--- src/verilog/csd_pkg.sv ---
// shared constants and types of the clock slew, status and diagnostic block
// assumes one 125 MHz system clock and a word-per-register software port
`default_nettype none

package csd_pkg;

    // ========================================================
    // register map
    localparam int          CSD_ADDR_W       = 8;
    localparam int          CSD_DATA_W       = 32;
    localparam logic [7:0]  SLEW_CTRL_OFS    = 8'h00;
    localparam logic [7:0]  READY_STAT_OFS   = 8'h04;
    localparam logic [7:0]  STOP_DIAG_OFS    = 8'h08;

    // ========================================================
    // field layout
    localparam int          STEP_CNT_LSB     = 24;
    localparam int          PDIV_LSB         = 16;
    localparam int          DEPTH_LSB        = 8;
    localparam int          UP_EN_BIT        = 2;
    localparam int          DN_EN_BIT        = 1;
    localparam int          BUSY_BIT         = 0;
    localparam int          STEP_CNT_W       = 4;
    localparam int          PDIV_W           = 4;
    localparam int          DEPTH_W          = 3;
    localparam int          READY_W          = 12;
    localparam int          STOP_W           = 7;
    localparam logic [STOP_W-1:0] STOP_RESET = 7'h00;

    // ========================================================
    // timing
    localparam int          STEP_HOLD_CYC    = 4;
    localparam logic [1:0]  HOLD_LAST        = 2'(STEP_HOLD_CYC - 1);

    // ========================================================
    // types
    typedef struct packed {
        logic [STEP_CNT_W-1:0] step_cnt;
        logic [DEPTH_W-1:0]    depth;
        logic                  up_en;
        logic                  dn_en;
    } csd_slew_cfg_s;

    typedef enum logic [1:0] {
        CSD_IDLE = 2'b00,
        CSD_SLEW = 2'b01
    } csd_seq_e;

    typedef struct packed {
        logic [7:0] div;
        logic       busy;
        logic       tick;
    } csd_slew_out_s;

    typedef struct packed {
        csd_seq_e              st;
        csd_slew_cfg_s         cfg;
        logic                  up;
        logic [1:0]            hold;
        logic [STEP_CNT_W-1:0] ticks;
        csd_slew_out_s         out;
    } csd_seq_state_s;

    typedef struct packed {
        csd_slew_cfg_s         pend_cfg;
        csd_slew_cfg_s         act_cfg;
        logic [PDIV_W-1:0]     pend_pdiv;
        logic [PDIV_W-1:0]     act_pdiv;
        logic [READY_W-1:0]    ready;
        logic [STOP_W-1:0]     stop;
        logic [CSD_DATA_W-1:0] rdata;
        logic                  loaded;
    } csd_top_state_s;

endpackage

`default_nettype wire

--- src/verilog/csd_slew_seq.sv ---
// slew step sequencer: walks the divisor through powers of two
// assumes start is a one-cycle pulse carrying the settings to apply
`timescale 1ns/10ps
`default_nettype none

module csd_slew_seq
#(
    parameter int DIV_W = 8
)
(
    input  wire logic                   clk,
    input  wire logic                   rst_n,
    input  wire logic                   start,
    input  wire logic                   up,
    input  wire csd_pkg::csd_slew_cfg_s cfg,
    output var csd_pkg::csd_slew_out_s  out
);
    import csd_pkg::*;

    if (DIV_W != 8)
    begin : g_bad_width
        $error("csd_slew_seq needs DIV_W of 8");
    end

    // ========================================================
    // helpers
    function automatic logic slew_allowed(input csd_slew_cfg_s c, input logic dir_up);
        slew_allowed = (c.depth != 3'h0) && (dir_up ? c.up_en : c.dn_en);
    endfunction

    function automatic logic [7:0] top_div(input logic [DEPTH_W-1:0] d);
        top_div = 8'h01 << d;
    endfunction

    // ========================================================
    // sequencer
    csd_seq_state_s s;
    csd_seq_state_s next_s;

    always_comb
    begin
        next_s = s;
        next_s.out.tick = 1'b0;
        case (s.st)
            CSD_IDLE:
            begin
                next_s.out.busy = 1'b0;
                next_s.out.div  = 8'h01;
            end
            CSD_SLEW:
            begin
                next_s.hold = s.hold + 2'h1;
                if (s.hold == HOLD_LAST)
                begin
                    next_s.hold     = 2'h0;
                    next_s.out.tick = 1'b1;
                    if (s.ticks == s.cfg.step_cnt)
                    begin
                        next_s.ticks = 4'h0;
                        if (s.up ? (s.out.div == 8'h02)
                                 : (s.out.div == top_div(s.cfg.depth)))
                        begin
                            next_s.st       = CSD_IDLE;
                            next_s.out.busy = 1'b0;
                            next_s.out.div  = 8'h01;
                        end
                        else if (s.up)
                        begin
                            next_s.out.div = s.out.div >> 1;
                        end
                        else
                        begin
                            next_s.out.div = s.out.div << 1;
                        end
                    end
                    else
                    begin
                        next_s.ticks = s.ticks + 4'h1;
                    end
                end
            end
            default:
            begin
                next_s.st = CSD_IDLE;
            end
        endcase
        if (start)
        begin
            next_s.cfg   = cfg;
            next_s.up    = up;
            next_s.hold  = 2'h0;
            next_s.ticks = 4'h0;
            if (slew_allowed(cfg, up))
            begin
                next_s.st       = CSD_SLEW;
                next_s.out.busy = 1'b1;
                next_s.out.div  = up ? top_div(cfg.depth) : 8'h02;
            end
            else
            begin
                next_s.st       = CSD_IDLE;
                next_s.out.busy = 1'b0;
                next_s.out.div  = 8'h01;
            end
        end
    end

    always_ff @(posedge clk or negedge rst_n)
    begin
        if (!rst_n)
        begin
            s <= '{st: CSD_IDLE, cfg: '0, up: 1'b0, hold: 2'h0, ticks: 4'h0,
                   out: '{div: 8'h01, busy: 1'b0, tick: 1'b0}};
        end
        else
        begin
            s <= next_s;
        end
    end

    assign out = s.out;

    // ========================================================
    // checks
    AST_NO_DEPTH_NO_SLEW: assert property (@(posedge clk) disable iff (!rst_n)
        start && cfg.depth == 3'h0 |=> !out.busy && out.div == 8'h01)
        else $error("slew started with zero depth");
    AST_UP_START: assert property (@(posedge clk) disable iff (!rst_n)
        start && up && cfg.up_en && cfg.depth != 3'h0
        |=> out.busy && out.div == (8'h01 << $past(cfg.depth)))
        else $error("upward slew did not start at the deepest divisor");
    AST_DIR_GATE: assert property (@(posedge clk) disable iff (!rst_n)
        start && (up ? !cfg.up_en : !cfg.dn_en) |=> !out.busy)
        else $error("slew ran while its direction was disabled");
    AST_HOLD_SPACING: assert property (@(posedge clk) disable iff (!rst_n)
        out.tick && !start |=> !out.tick [*3])
        else $error("step ticks closer than four clocks");
    AST_DIV_MOVES_ON_TICK: assert property (@(posedge clk) disable iff (!rst_n)
        !$past(start) && $changed(out.div) |-> out.tick)
        else $error("divisor changed without a step tick");
    AST_IDLE_NO_DIV: assert property (@(posedge clk) disable iff (!rst_n)
        !out.busy |-> out.div == 8'h01)
        else $error("divisor applied while not slewing");

endmodule

`default_nettype wire

--- src/verilog/csd_top.sv ---
// clock slew controller with clock ready status and source stop controls
// assumes a single-cycle strobe register port, and that unlock and switch
// request come as levels and pulses from the system and oscillator blocks
//
// How it works
// each slew step lasts step count plus one ticks
// upward divisor starts at two to depth, halves; downward starts at two, doubles
// depth zero means no intermediate divisor
// each divisor tick spans four clocks
// upward slewing only when up enable set
// downward slewing only when down enable set
// busy flag high only while slewing
// new slew settings apply on switch request
// writes refused while system is locked
// slew reset values come from configuration straps
// peripheral divisor field sits in bits 19:16
// ready bits follow hardware stability, read-only
// ready bit map, core clock at eleven
// stop bit stops its clock source
// stop bit map, all reset to zero
// unimplemented bits read as zero
// disabled direction switches directly, busy stays low
//
// The strobed register port and the register offsets were chosen for this implementation.
`timescale 1ns/10ps
`default_nettype none

module csd_top
#(
    parameter int ADDR_W = csd_pkg::CSD_ADDR_W
)
(
    input  wire logic                          SYS_CLK,
    input  wire logic                          RST_N,
    input  wire logic [ADDR_W-1:0]             ADDR,
    input  wire logic [csd_pkg::CSD_DATA_W-1:0] WDATA,
    input  wire logic                          WR,
    input  wire logic                          RD,
    output logic [csd_pkg::CSD_DATA_W-1:0]     RDATA,
    input  wire logic                          SYS_UNLOCKED,
    input  wire logic                          OSC_SWITCH_REQUEST,
    input  wire logic                          SWITCH_UPWARD,
    input  wire csd_pkg::csd_slew_cfg_s        CFG_SLEW,
    input  wire logic [csd_pkg::PDIV_W-1:0]    CFG_PERIPH_DIV,
    input  wire logic [csd_pkg::READY_W-1:0]   CLOCK_STABLE,
    output logic [csd_pkg::STOP_W-1:0]         SOURCE_STOP,
    output logic [csd_pkg::PDIV_W-1:0]         PERIPH_DIVISOR,
    output logic [7:0]                         SLEW_DIVISOR,
    output logic                               SLEW_BUSY,
    output logic                               SLEW_STEP_TICK
);
    import csd_pkg::*;

    if (ADDR_W < 4 || ADDR_W > 16)
    begin : g_bad_addr
        $error("csd_top needs ADDR_W between 4 and 16");
    end

    // ========================================================
    // address decode and register field packing helpers
    function automatic logic hit(input logic [ADDR_W-1:0] a, input logic [7:0] ofs);
        hit = (a == ADDR_W'(ofs));
    endfunction

    function automatic logic [CSD_DATA_W-1:0] slew_word(input csd_slew_cfg_s c,
                                                      input logic [PDIV_W-1:0] pd,
                                                      input logic busy);
        logic [CSD_DATA_W-1:0] w;
        w = '0;
        w[STEP_CNT_LSB +: STEP_CNT_W] = c.step_cnt;
        w[PDIV_LSB +: PDIV_W]         = pd;
        w[DEPTH_LSB +: DEPTH_W]       = c.depth;
        w[UP_EN_BIT]                  = c.up_en;
        w[DN_EN_BIT]                  = c.dn_en;
        w[BUSY_BIT]                   = busy;
        slew_word = w;
    endfunction

    function automatic csd_slew_cfg_s slew_fields(input logic [CSD_DATA_W-1:0] w);
        csd_slew_cfg_s c;
        c.step_cnt = w[STEP_CNT_LSB +: STEP_CNT_W];
        c.depth    = w[DEPTH_LSB +: DEPTH_W];
        c.up_en    = w[UP_EN_BIT];
        c.dn_en    = w[DN_EN_BIT];
        slew_fields = c;
    endfunction

    // ========================================================
    // slew sequencer
    csd_top_state_s s;
    csd_top_state_s next_s;
    csd_slew_out_s  seq_out;
    logic           seq_start;
    csd_slew_cfg_s  seq_cfg;

    // switch request hands the pending settings to the sequencer
    assign seq_start = OSC_SWITCH_REQUEST && s.loaded;
    assign seq_cfg   = s.pend_cfg;

    csd_slew_seq #(
        .DIV_W (8)
    ) u_seq (
        .clk   (SYS_CLK),
        .rst_n (RST_N),
        .start (seq_start),
        .up    (SWITCH_UPWARD),
        .cfg   (seq_cfg),
        .out   (seq_out)
    );

    // ========================================================
    // register file and state
    always_comb
    begin
        next_s       = s;
        next_s.rdata = '0;
        next_s.ready = CLOCK_STABLE;
        if (!s.loaded)
        begin
            // configuration straps taken once after reset release
            next_s.loaded    = 1'b1;
            next_s.pend_cfg  = CFG_SLEW;
            next_s.act_cfg   = CFG_SLEW;
            next_s.pend_pdiv = CFG_PERIPH_DIV;
            next_s.act_pdiv  = CFG_PERIPH_DIV;
        end
        else
        begin
            if (WR && SYS_UNLOCKED)
            begin
                if (hit(ADDR, SLEW_CTRL_OFS))
                begin
                    next_s.pend_cfg  = slew_fields(WDATA);
                    next_s.pend_pdiv = WDATA[PDIV_LSB +: PDIV_W];
                end
                else if (hit(ADDR, STOP_DIAG_OFS))
                begin
                    next_s.stop = WDATA[STOP_W-1:0];
                end
            end
            if (OSC_SWITCH_REQUEST)
            begin
                next_s.act_cfg  = s.pend_cfg;
                next_s.act_pdiv = s.pend_pdiv;
            end
        end
        if (RD)
        begin
            if (hit(ADDR, SLEW_CTRL_OFS))
            begin
                next_s.rdata = slew_word(s.pend_cfg, s.pend_pdiv, seq_out.busy);
            end
            else if (hit(ADDR, READY_STAT_OFS))
            begin
                next_s.rdata = {{(CSD_DATA_W-READY_W){1'b0}}, s.ready};
            end
            else if (hit(ADDR, STOP_DIAG_OFS))
            begin
                next_s.rdata = {{(CSD_DATA_W-STOP_W){1'b0}}, s.stop};
            end
            else
            begin
                next_s.rdata = '0;
            end
        end
    end

    always_ff @(posedge SYS_CLK or negedge RST_N)
    begin
        if (!RST_N)
        begin
            s <= '{pend_cfg: '0, act_cfg: '0, pend_pdiv: '0, act_pdiv: '0,
                   ready: '0, stop: STOP_RESET, rdata: '0, loaded: 1'b0};
        end
        else
        begin
            s <= next_s;
        end
    end

    // ========================================================
    // outputs
    assign RDATA          = s.rdata;
    assign SOURCE_STOP    = s.stop;
    assign PERIPH_DIVISOR = s.act_pdiv;
    assign SLEW_DIVISOR   = seq_out.div;
    assign SLEW_BUSY      = seq_out.busy;
    assign SLEW_STEP_TICK = seq_out.tick;

    // ========================================================
    // checks
    AST_LOCKED_WRITE: assert property (@(posedge SYS_CLK) disable iff (!RST_N)
        WR && !SYS_UNLOCKED && s.loaded |=> $stable(SOURCE_STOP) && $stable(s.pend_cfg))
        else $error("register changed by a write while locked");
    AST_STOP_WRITE: assert property (@(posedge SYS_CLK) disable iff (!RST_N)
        WR && SYS_UNLOCKED && s.loaded && ADDR == ADDR_W'(STOP_DIAG_OFS)
        |=> SOURCE_STOP == $past(WDATA[STOP_W-1:0]))
        else $error("stop controls did not take the written value");
    AST_READY_FOLLOWS: assert property (@(posedge SYS_CLK) disable iff (!RST_N)
        RD && ADDR == ADDR_W'(READY_STAT_OFS)
        |=> RDATA == {{(CSD_DATA_W-READY_W){1'b0}}, $past(CLOCK_STABLE, 2)})
        else $error("ready status not reporting clock stability");
    AST_SLEW_RESERVED_ZERO: assert property (@(posedge SYS_CLK) disable iff (!RST_N)
        RD && ADDR == ADDR_W'(SLEW_CTRL_OFS) |=> RDATA[7:3] == 5'h00 && RDATA[31:28] == 4'h0)
        else $error("reserved slew control bits read nonzero");
    AST_PDIV_HELD: assert property (@(posedge SYS_CLK) disable iff (!RST_N)
        s.loaded && !OSC_SWITCH_REQUEST |=> $stable(PERIPH_DIVISOR))
        else $error("divisor setting applied without a switch request");
    AST_PDIV_APPLY: assert property (@(posedge SYS_CLK) disable iff (!RST_N)
        s.loaded && OSC_SWITCH_REQUEST |=> PERIPH_DIVISOR == $past(s.pend_pdiv))
        else $error("switch request did not apply the pending divisor");
    AST_STRAP_LOAD: assert property (@(posedge SYS_CLK) disable iff (!RST_N)
        !s.loaded |=> s.pend_cfg == $past(CFG_SLEW) && PERIPH_DIVISOR == $past(CFG_PERIPH_DIV))
        else $error("reset configuration not loaded");
    AST_BUSY_READ: assert property (@(posedge SYS_CLK) disable iff (!RST_N)
        RD && ADDR == ADDR_W'(SLEW_CTRL_OFS) |=> RDATA[BUSY_BIT] == $past(SLEW_BUSY))
        else $error("busy bit does not show the slew state");
    AST_UNMAPPED_ZERO: assert property (@(posedge SYS_CLK) disable iff (!RST_N)
        RD && ADDR != ADDR_W'(SLEW_CTRL_OFS) && ADDR != ADDR_W'(READY_STAT_OFS)
        && ADDR != ADDR_W'(STOP_DIAG_OFS) |=> RDATA == '0)
        else $error("unmapped read returned data");
    AST_RDATA_ONLY_AFTER_READ: assert property (@(posedge SYS_CLK) disable iff (!RST_N)
        !RD |=> RDATA == '0)
        else $error("read data stood outside the answer cycle");

endmodule

`default_nettype wire

--- config.mk ---
export PLATFORM = sky130hd
export DESIGN_NAME = csd_top
export DESIGN_NICKNAME = d
export VERILOG_FILES = /design/src/verilog/csd_pkg.sv /design/src/verilog/csd_slew_seq.sv /design/src/verilog/csd_top.sv
export SDC_FILE = /design/constraint.sdc
export NUM_CORES = 1
export LEC_CHECK = 0
export ABC_AREA = 1
export ABC_CLOCK_PERIOD_IN_PS = 1500
export BUFFER_PORTS_ARGS = -buffer_cell sky130_fd_sc_hd__buf_4
export CAP_MARGIN = 20
export CORE_MARGIN = 3
export CORE_UTILIZATION = 44
export CTS_CLUSTER_SIZE = 24
export DETAILED_ROUTE_END_ITERATION = 16
export PLACE_DENSITY = 0.81
export SLEW_MARGIN = 0
export SYNTH_ARGS = -nofsm -noshare
export SYNTH_HDL_FRONTEND = slang
export SYNTH_SLANG_ARGS = --single-unit
--- constraint.sdc ---
create_clock -name SYS_CLK -period 1.5 [get_ports SYS_CLK]
set_clock_uncertainty 0.05 [all_clocks]
set_input_delay 0.225 -clock SYS_CLK [delete_from_list [all_inputs] [get_ports SYS_CLK]]
set_output_delay 0.225 -clock SYS_CLK [all_outputs]
set_load 0.05 [all_outputs]
[Word-level counts from Yosys, hierarchy flattened]
Index checks and enable logic that the tools add are counted.
Storage, ports and cells
  bits in registers: 97
  logic and storage cells: 85
  output and inout port bits: 53
Operators by class
  add/subtract/negate cells: 2
  bitwise operators: 1
  shift-type cells: 2
  eq/ne operators: 14
  mux-type cells: 30
  reductions and logical operators: 15
Operator list (number)
  28-bit 2-to-1 mux: 2
  9-bit 2-to-1 mux: 5
  27-bit 2-to-1 mux: 1
  26-bit 2-to-1 mux: 1
  8-bit 2-to-1 mux: 3
  9-bit one-hot mux with 2 select lines: 1
  16-bit 2-to-1 mux: 1
  4-bit 2-to-1 mux: 4
  1-bit by 3-bit left shift with 8-bit output (first input constant): 2
  12-bit 2-to-1 mux: 1
  4-bit AND reduction: 3
  3-bit by 2-bit != test with 1-bit output (second input constant): 3
  8-bit by 2-bit equality test with 1-bit output (second input constant): 1
  8-bit by 3-bit equality test with 1-bit output (second input constant): 1
  8-bit by 4-bit equality test with 1-bit output (second input constant): 1
  8-bit equality test: 1
  8-bit zero test: 1
  7-bit 2-to-1 mux: 1
  2-bit 2-to-1 mux: 3
  6-bit 2-to-1 mux: 1
  3-bit nonzero test: 2
  1-bit 2-to-1 mux: 5
  4-bit by 1-bit adder with 4-bit output (second input constant): 1
  4-bit equality test: 1
  other kinds (12): 18

[Longest topological paths before layout]
Gate-level depths: netlist of the first run.
  word-level depth: 8
  gate-level depth with buffers: 13

[Modules after synthesis]
A second synthesis of the first run with hierarchy kept.
Second synthesis, totals
  cells, all modules: 542
  area total of the unflattened synthesis: 4339.2 um2
By module, submodules not included
  csd_top: area an instance 2691.3 um2, instances 1, cells an instance 309
  csd_slew_seq: area an instance 1647.8 um2, instances 1, cells an instance 233

[Worst setup path before layout of the first run]
OpenSTA, ideal clock, no wires.
  path type: register -> register
  start: register u_seq.s[16] in the netlist's numbering
  end: register u_seq.s, in the netlist u_seq.out[3]
  setup slack: 0.067 ns
  setup time: 0.120 ns
  stages on the path, launching flop included: 12
  required time: 1.330 ns
  clock period less this slack: 1.433 ns
  arrival: 1.264 ns
  buffers on the path: 1
  cells stage by stage: dfrtp_1 > buf_6 > nor2_2 > nand2_1 > nand2_1 > nand2_1 > inv_1 > nand2_1 > nor2_2 > nand3_4 > nand2_1 > a21oi_2
Between the ends
  cells in the longest elaborated chain, start to end: 6
  elaborated cells between the ends (all ways): 7
  those cells by class: mux (7)
RTL lines
  start, declared: RTL line csd_slew_seq.sv:37  | csd_seq_state_s s;
  start signal, assigned: RTL line csd_slew_seq.sv:112  | s <= '{st: CSD_IDLE, cfg: '0, up: 1'b0, hold: 2'h0, ticks: 4'h0,
  start signal, assigned: RTL line csd_slew_seq.sv:117  | s <= next_s;
  8-bit 2-to-1 mux / 1-bit 2-to-1 mux (equally long branches): RTL line csd_slew_seq.sv:67, csd_slew_seq.sv:60
  8-bit 2-to-1 mux *: RTL line csd_slew_seq.sv:60  | if (s.up ? (s.out.div == 8'h02)
  9-bit 2-to-1 mux *: RTL line csd_slew_seq.sv:57  | if (s.ticks == s.cfg.step_cnt)
  16-bit 2-to-1 mux *: RTL line csd_slew_seq.sv:53  | if (s.hold == HOLD_LAST)
  9-bit one-hot mux with 2 select lines *: RTL line csd_slew_seq.sv:44  | case (s.st)
  27-bit 2-to-1 mux *: RTL line csd_slew_seq.sv:87  | if (start)
Every way passes the cells marked *; elsewhere a longest branch is shown, timed or not. The select of a mux whose other input is x is not followed.
A chain may end at the register's enable or synchronous reset.

[Worst setup path in the final report of the first run]
  start: register u_seq.s[16] in the netlist's numbering
  end: register u_seq.s, in the netlist u_seq.out[9]
The elaborated chain is that of the path after synthesis.

==> impl_metrics.json, run 1 <==
{
  "power.density_nw_per_um2": 1340,
  "fin_hold_ws_ns": 0.0557,
  "worst_slack_ns": -0.0598,
  "whs_endpoint": "s[56]",
  "cp-end-kind": "flip-flop",
  "min_period_ns": 1.56,
  "cts_tree": "done",
  "yosys.area.top_type": "dfrtp_1",
  "cp_data_arrival_time_ns": 1.75,
  "finalSetupViolCount": 8,
  "gp_congestion": 0.828,
  "die_h_um": 103,
  "mostFrequentLayoutCell": "buf_4",
  "p_leak_nw": 2.74,
  "ys_ff_latch": 82,
  "nets": 665,
  "worst_path_most_repeated_cell": "nand2_1",
  "dr_total_vias": 3451,
  "pre_cts_ws_ns": -0.120,
  "drc": 0,
  "vdd_drop_max_uv": 696,
  "clockRootBuffer": "clkbuf_8",
  "reg2reg_to": "u_seq.out[9]",
  "max_stage_delay_ns": 0.46,
  "path_class": "reg2reg",
  "grt_max_degree": 30,
  "yosys-top-cells-area": "dfrtp_1 49%, nand2_1 10%, buf_4 9.4%",
  "synth_ff_type": "dfrtp_1",
  "worst_hold_path_type": "in2reg",
  "dr.pass1.iters": 4,
  "antennaDiodeCount": 0,
  "numClockSinks": 82,
  "dieArea_sq_um": 10600,
  "syn_area_per_cell_sq_um": 8.43,
  "cp-start-kind": "flip-flop",
  "grt_pass1_vias": 3307,
  "drt_iter0_drc": 172,
  "rrSetupSlack_ns": -0.06,
  "run_status": "complete, but fails checks",
  "crit_slowest_cell": "dfrtp_2",
  "finalHoldViolCount": 0,
  "violations": "setup timing",
  "cts_buffer_depth": 2,
  "whs_path_depth": 3,
  "ys_warn_count": 0,
  "yosysTopAreaCellShare_pct": 48.9,
  "core_sq_um": 8930,
  "initial_core_util_pct": 46.4,
  "grt_use_total_pct": 18.9,
  "dpl.hpwl_mm": 7.33,
  "fmax_mhz": 641,
  "syn_inst": 492,
  "grt_pass1_wl_mm": 15.8,
  "syn_to_final_growth_pct": 28.9,
  "clkTransAtPathRegs_ns": 0.08,
  "syn_area_sq_um": 4150,
  "grt_overflow": 0,
  "async_flop_share_pct": 100,
  "ys_types": 36,
  "cts_inserted_buffers": 9,
  "crit_chain": "nor2_4 > nand2_1 > nand2_1 > nand2_1 > inv_2 > nand2_2 > nor2_4 > nand3_4 > nand2_2 > a21oi_2",
  "antenna_left": 0,
  "min-delay-start": "WDATA[16]",
  "seq_area_frac_synth_pct": 49.5,
  "finalCritPeriodShare_pct": 104,
  "rsz0062_at_grt": "true",
  "slew_violations": 0,
  "filler_cell_count": 760,
  "maxCapViolations": 0,
  "row_count": 34,
  "drive_gt1_share_pct": 33.2,
  "wire_per_inst_um": 13.9,
  "antenna_found_initial": 0,
  "die_x_um": 103,
  "clk_latency_ns": 0.35,
  "io_buffers": 98,
  "htree_num_levels": 3,
  "r2r_start": "u_seq.s[16]",
  "worstPathRequired_ns": 1.69,
  "ios": 125,
  "via_per_inst": 4.90,
  "wl_mm": 9.81,
  "layout_common_cells": "118 x buf_4, 96 x nand2_1, 77 x dfrtp_1, 55 x nor2_1, 46 x inv_1",
  "r2r_cells": 10,
  "worstPathMaxFanout": 7,
  "synth-edff-count": 0
}
-- per-layer routing --
metal / wire length [um] / track usage, %
met5: 0 / 0
met4: 182 / 8.07
met3: 459 / 2.37
met2: 5000 / 31.2
met1: 4160 / 25.2
-- report_power, final --
part | switching (W) | total (W) | leakage, nW | internal, W
sequential | 0.000300 | 0.00280 | 1.03 | 0.00251
clock | 0.000806 | 0.00179 | 0.109 | 0.000986
combinational | 0.00163 | 0.00255 | 1.60 | 0.000923
-- Yosys cell counts (5+ instances only) --
library cell,instances
inv_1,49
dfrtp_1,81
nor2_1,59
a21oi_1,9
nor3_1,7
buf_4,52
clkbuf_1,5
a21oi_2,7
nand2_1,110
a31oi_1,8
nand3_1,26
o21ai_0,19
-- what timing repair did --
action                                  4_1_cts  5_1_grt
endpoints found under the setup margin       11       11
hold buffers                                 13        0
gates resized for setup                      10       30
endpoints found under the hold margin        38        0
buffers inserted                              1        2
pin swaps                                     5       11
-- critical path, delay by kind of cell (launching register included) --
kind | cells | cell delay [ns]
flip-flops | 1 | 0.46
AO/OA/AOI/OAI | 1 | 0.05
AND/OR/NAND/NOR | 8 | 0.82
buffers and inverters | 1 | 0.07
-- cells by family after synthesis --
kind of cell    share of synthesized area, %
simple gates                            22.9
buf+inv                                 15.4
flops                                   49.5
compound gates                          10.1
xor+xnor                                1.27
fa+ha+maj                              0.604
other cells                            0.181
-- metrics by stage --
stage / cell area (sq um) / TNS (ns) / std cells / util (%) / total power [W]
after global placement: 4850 / -0.203 / 672 / 54.3 / 0.00508
final: 5340 / -0.303 / 704 / 59.8 / 0.00715
after global routing: 5340 / -1.40 / 704 / 59.8 / 0.00754
after CTS: 5250 / -0.0128 / 702 / 58.7 / 0.00701
after detailed placement: 4850 / -1.25 / 672 / 54.3 / 0.00516
after floorplan: 4190 / 0 / 503 / - / 0.00456
-- final cells by class --
cell class	count	area [sq um]	area share, %
clock inverter	6	88.8	1.66
multi-input combinational	306	1580	29.6
sequential	82	2060	38.5
tap	108	135	2.53
inverter	53	199	3.72
clock buffer	10	138	2.58
timing repair buffer	139	1140	21.4
-- worst max-delay path by stage --
| stage | start | endpoint | slack [ns] | cells past startpoint |
|---|---|---|---|---|
| after floorplan | u_seq.s[16] | u_seq.out[3] | 0.07 | 11 |
| after global placement | u_seq.s[16] | u_seq.out[1] | -0.05 | 10 |
| after detailed placement | u_seq.s[16] | u_seq.out[1] | -0.12 | 10 |
| after CTS | u_seq.s[16] | u_seq.out[1] | -0.01 | 10 |
| after global routing | u_seq.s[16] | u_seq.out[1] | -0.17 | 12 |
| final | u_seq.s[16] | u_seq.out[9] | -0.06 | 10 |
-- registers in the layout (all words and copies together), names as in the netlist --
name / cells
RDATA: 20
u_seq.s: 15
PERIPH_DIVISOR: 4
u_seq.out: 10
s: 26
SOURCE_STOP: 7
Note: power is estimated with default switching activity, not from simulation.
==> run 2: changes to the inputs <==
--- a/config.mk
+++ b/config.mk
@@ -5,7 +5,6 @@
 export SDC_FILE = /design/constraint.sdc
 export NUM_CORES = 1
 export LEC_CHECK = 0
-export ABC_AREA = 1
 export ABC_CLOCK_PERIOD_IN_PS = 1500
 export BUFFER_PORTS_ARGS = -buffer_cell sky130_fd_sc_hd__buf_4
 export CAP_MARGIN = 20
@@ -14,6 +13,7 @@
 export CTS_CLUSTER_SIZE = 24
 export DETAILED_ROUTE_END_ITERATION = 16
 export PLACE_DENSITY = 0.81
+export SETUP_SLACK_MARGIN = 0.5
 export SLEW_MARGIN = 0
 export SYNTH_ARGS = -nofsm -noshare
 export SYNTH_HDL_FRONTEND = slang
==> run 2 against run 1 <==
Net effect: the flow still finishes with violations (setup timing); sequential power down 5%; cell count decreased by 4.3%; synthesized cell count is 18% lower; critical path depth decreased by 4; non-clock buffer count increased by 67; sequential share of layout area is 5.9 points lower; die area is 1.8% lower; critical path type unchanged; largest cell class unchanged; highest routed layer unchanged.
==> impl_metrics.json, run 2 <==
{
  "p_clk_share_pct": 26.6,
  "fin_util_pct": 71.6,
  "clk_latency_ns": 0.35,
  "row_count": 34,
  "syn_area_per_cell_sq_um": 10.1,
  "antennaDiodeCount": 0,
  "swShare_pct": 33.1,
  "via_per_inst": 5.26,
  "synthTopCellsByCount": "81 x dfrtp_1, 51 x buf_4, 38 x nor2_1",
  "gp_congestion": 0.907,
  "layout_common_cells": "108 x buf_4, 72 x dfrtp_1, 68 x buf_6, 27 x nor2_1, 27 x mux2i_1",
  "async_flop_share_pct": 100,
  "p_leak_nw": 3.11,
  "htree_num_levels": 3,
  "ys_ff_latch": 82,
  "yosys.area.top_type": "dfrtp_1",
  "finalSetupViolCount": 31,
  "syn_area_sq_um": 4070,
  "cts_inserted_buffers": 9,
  "max-slew-margin-rel_pct": 55.3,
  "numClockSinks": 82,
  "antenna_left": 0,
  "largest_reg_flops": 26,
  "r2r_start": "u_seq.s[21]",
  "ys_warn_count": 0,
  "multiInputGateArea_sq_um": 1860,
  "grt_overflow": 0,
  "synth-edff-count": 0,
  "min_period_ns": 1.83,
  "worstPathRequired_ns": 1.67,
  "yosysTopAreaCellShare_pct": 49.8,
  "clkTransAtPathRegs_ns": 0.09,
  "clockRootBuffer": "clkbuf_8",
  "min-delay-start": "WDATA[17]",
  "drive_gt1_share_pct": 50.9,
  "drc": 0,
  "worstPathMaxFanout": 10,
  "dr.pass1.iters": 5,
  "cts_buffer_depth": 2,
  "die_h_um": 102,
  "dr_total_vias": 3544,
  "final_cells": 674,
  "wire_per_inst_um": 17.0,
  "power.density_nw_per_um2": 1150,
  "p_int_w": 0.00488,
  "worst_hold_path_type": "in2reg",
  "core_sq_um": 8850,
  "route.met2.wl_mm": 6.19,
  "cp-start-kind": "flip-flop",
  "placed_cells": 604,
  "antenna_found_initial": 0,
  "vdd_drop_max_uv": 622,
  "grt_pass1_wl_mm": 17.7,
  "crit_start": "u_seq.s[21]",
  "worst_slack_ns": -0.332,
  "grt_max_degree": 42,
  "maxCapViolations": 0,
  "pre_cts_ws_ns": -0.361,
  "run_status": "complete, but fails checks",
  "cp-end-kind": "flip-flop",
  "switchingPower_w": 0.00241,
  "ios": 125,
  "ys_types": 46,
  "mostFrequentLayoutCell": "buf_4",
  "syn_inst": 401,
  "dpl.hpwl_mm": 6.96,
  "finalHoldViolCount": 0,
  "drt-met1-wl_mm": 4.37,
  "die_x_um": 102,
  "regArea_sq_um": 2060,
  "rsz0062_at_grt": "true",
  "p_comb_share_pct": 36.8,
  "syn_to_final_growth_pct": 55.8,
  "route.met3.wl_um": 721,
  "synth_ff_type": "dfrtp_1",
  "fmax_mhz": 546,
  "wl_mm": 11.5,
  "yosys.cell_count.top_type": "dfrtp_1",
  "cp_data_arrival_time_ns": 2.00,
  "filler_cell_count": 599,
  "yosys-top-cells-area": "dfrtp_1 50%, buf_4 9.4%, mux2i_1 6.6%",
  "grt_pass1_vias": 3647,
  "seq_area_frac_synth_pct": 50.5,
  "finalCritPeriodShare_pct": 122,
  "top_layer": "met4",
  "drt_iter0_drc": 180,
  "grt_use_total_pct": 21.7,
  "cts_tree": "done",
  "nets": 635,
  "io_buffers": 98,
  "initial_core_util_pct": 46.0,
  "slew_violations": 0,
  "path_class": "reg2reg",
  "violations": "setup timing",
  "p_seq_share_pct": 36.6,
  "top_register": "s",
  "worst_pin_slew_ns": 0.671,
  "dieArea_sq_um": 10400
}
==> run 2: metal layers <==
metal / track usage [%] / vias up
met5: 0 / -
met4: 6.56 / 0
met3: 4.51 / 26
met2: 38.0 / 151
met1: 27.0 / 1729
li1: - / 1638
==> run 2: critical path: stages (launching register included) <==
cell and delay (ns):
dfrtp_1 0.44, xor2_1 0.18, a211o_1 0.30, a22o_1 0.24, a2111oi_4 0.22, buf_6 0.19, o22ai_1 0.09
==> run 2: what timing repair did <==
action                                 in CTS  in global routing
setup endpoints to repair                  90                118
setup buffers                              25                 12
endpoints found under the hold margin      36                  0
pin swaps                                  14                 12
cloned                                      4                  0
hold buffers                               13                  0
resized for setup                         125                 41
==> run 2: layout make-up <==
type                       count  area share, %
tap                          108           2.13
clock buffer                  10           2.01
multi-input combinational    255           29.3
inverter                       7          0.415
sequential                    82           32.6
timing repair buffer         206           31.7
clock inverter                 6           1.82
==> run 2: power by group through the flow <==
stage | Combinational [W] | Sequential [W] | Clock (W)
final | 0.00268 | 0.00267 | 0.00194
after floorplan | 0.00124 | 0.00269 | 0
after global routing | 0.00285 | 0.00269 | 0.00209
after CTS | 0.00246 | 0.00265 | 0.00196
after global placement | 0.00190 | 0.00266 | 0
after detailed placement | 0.00196 | 0.00267 | 0
==> run 2: worst paths after layout <==
kind / to / slack, ns / cells after the start
worst min register to register: u_seq.s[22] / 0.46 / 2
worst min-delay path: s[57] / 0.06 / 2
worst max-delay path: u_seq.out[5] / -0.33 / 6
worst max register to register: u_seq.out[5] / -0.33 / 6
min in group asynchronous: u_seq.s[13] / 0.25 / 2
max in group asynchronous: RDATA[16] / 0.64 / 3
==> run 2: logic make-up (layout without fill, tap and decap cells) <==
group,count (synthesis),count (layout),synth area share [%]
compound gates,77,77,12.0
xor+xnor,7,7,1.51
fa+ha+maj,2,2,0.615
buf+inv,75,229,12.0
flops,82,82,50.5
mux,35,35,8.86
other cells,2,13,0.185
simple gates,121,121,14.4
==> run 2: metrics by stage <==
stage | total power [W] | cell area (sq um) | setup TNS, ns | hold slack [ns]
detailed placement | 0.00464 | 5030 | -3.87 | 0.116
global placement | 0.00456 | 5030 | -2.96 | 0.112
finish | 0.00729 | 6340 | -4.45 | 0.0621
floorplan | 0.00394 | 4270 | -3.02 | -0.121
global route | 0.00763 | 6340 | -6.39 | 0.0404
CTS | 0.00707 | 6110 | -3.47 | 0.0438
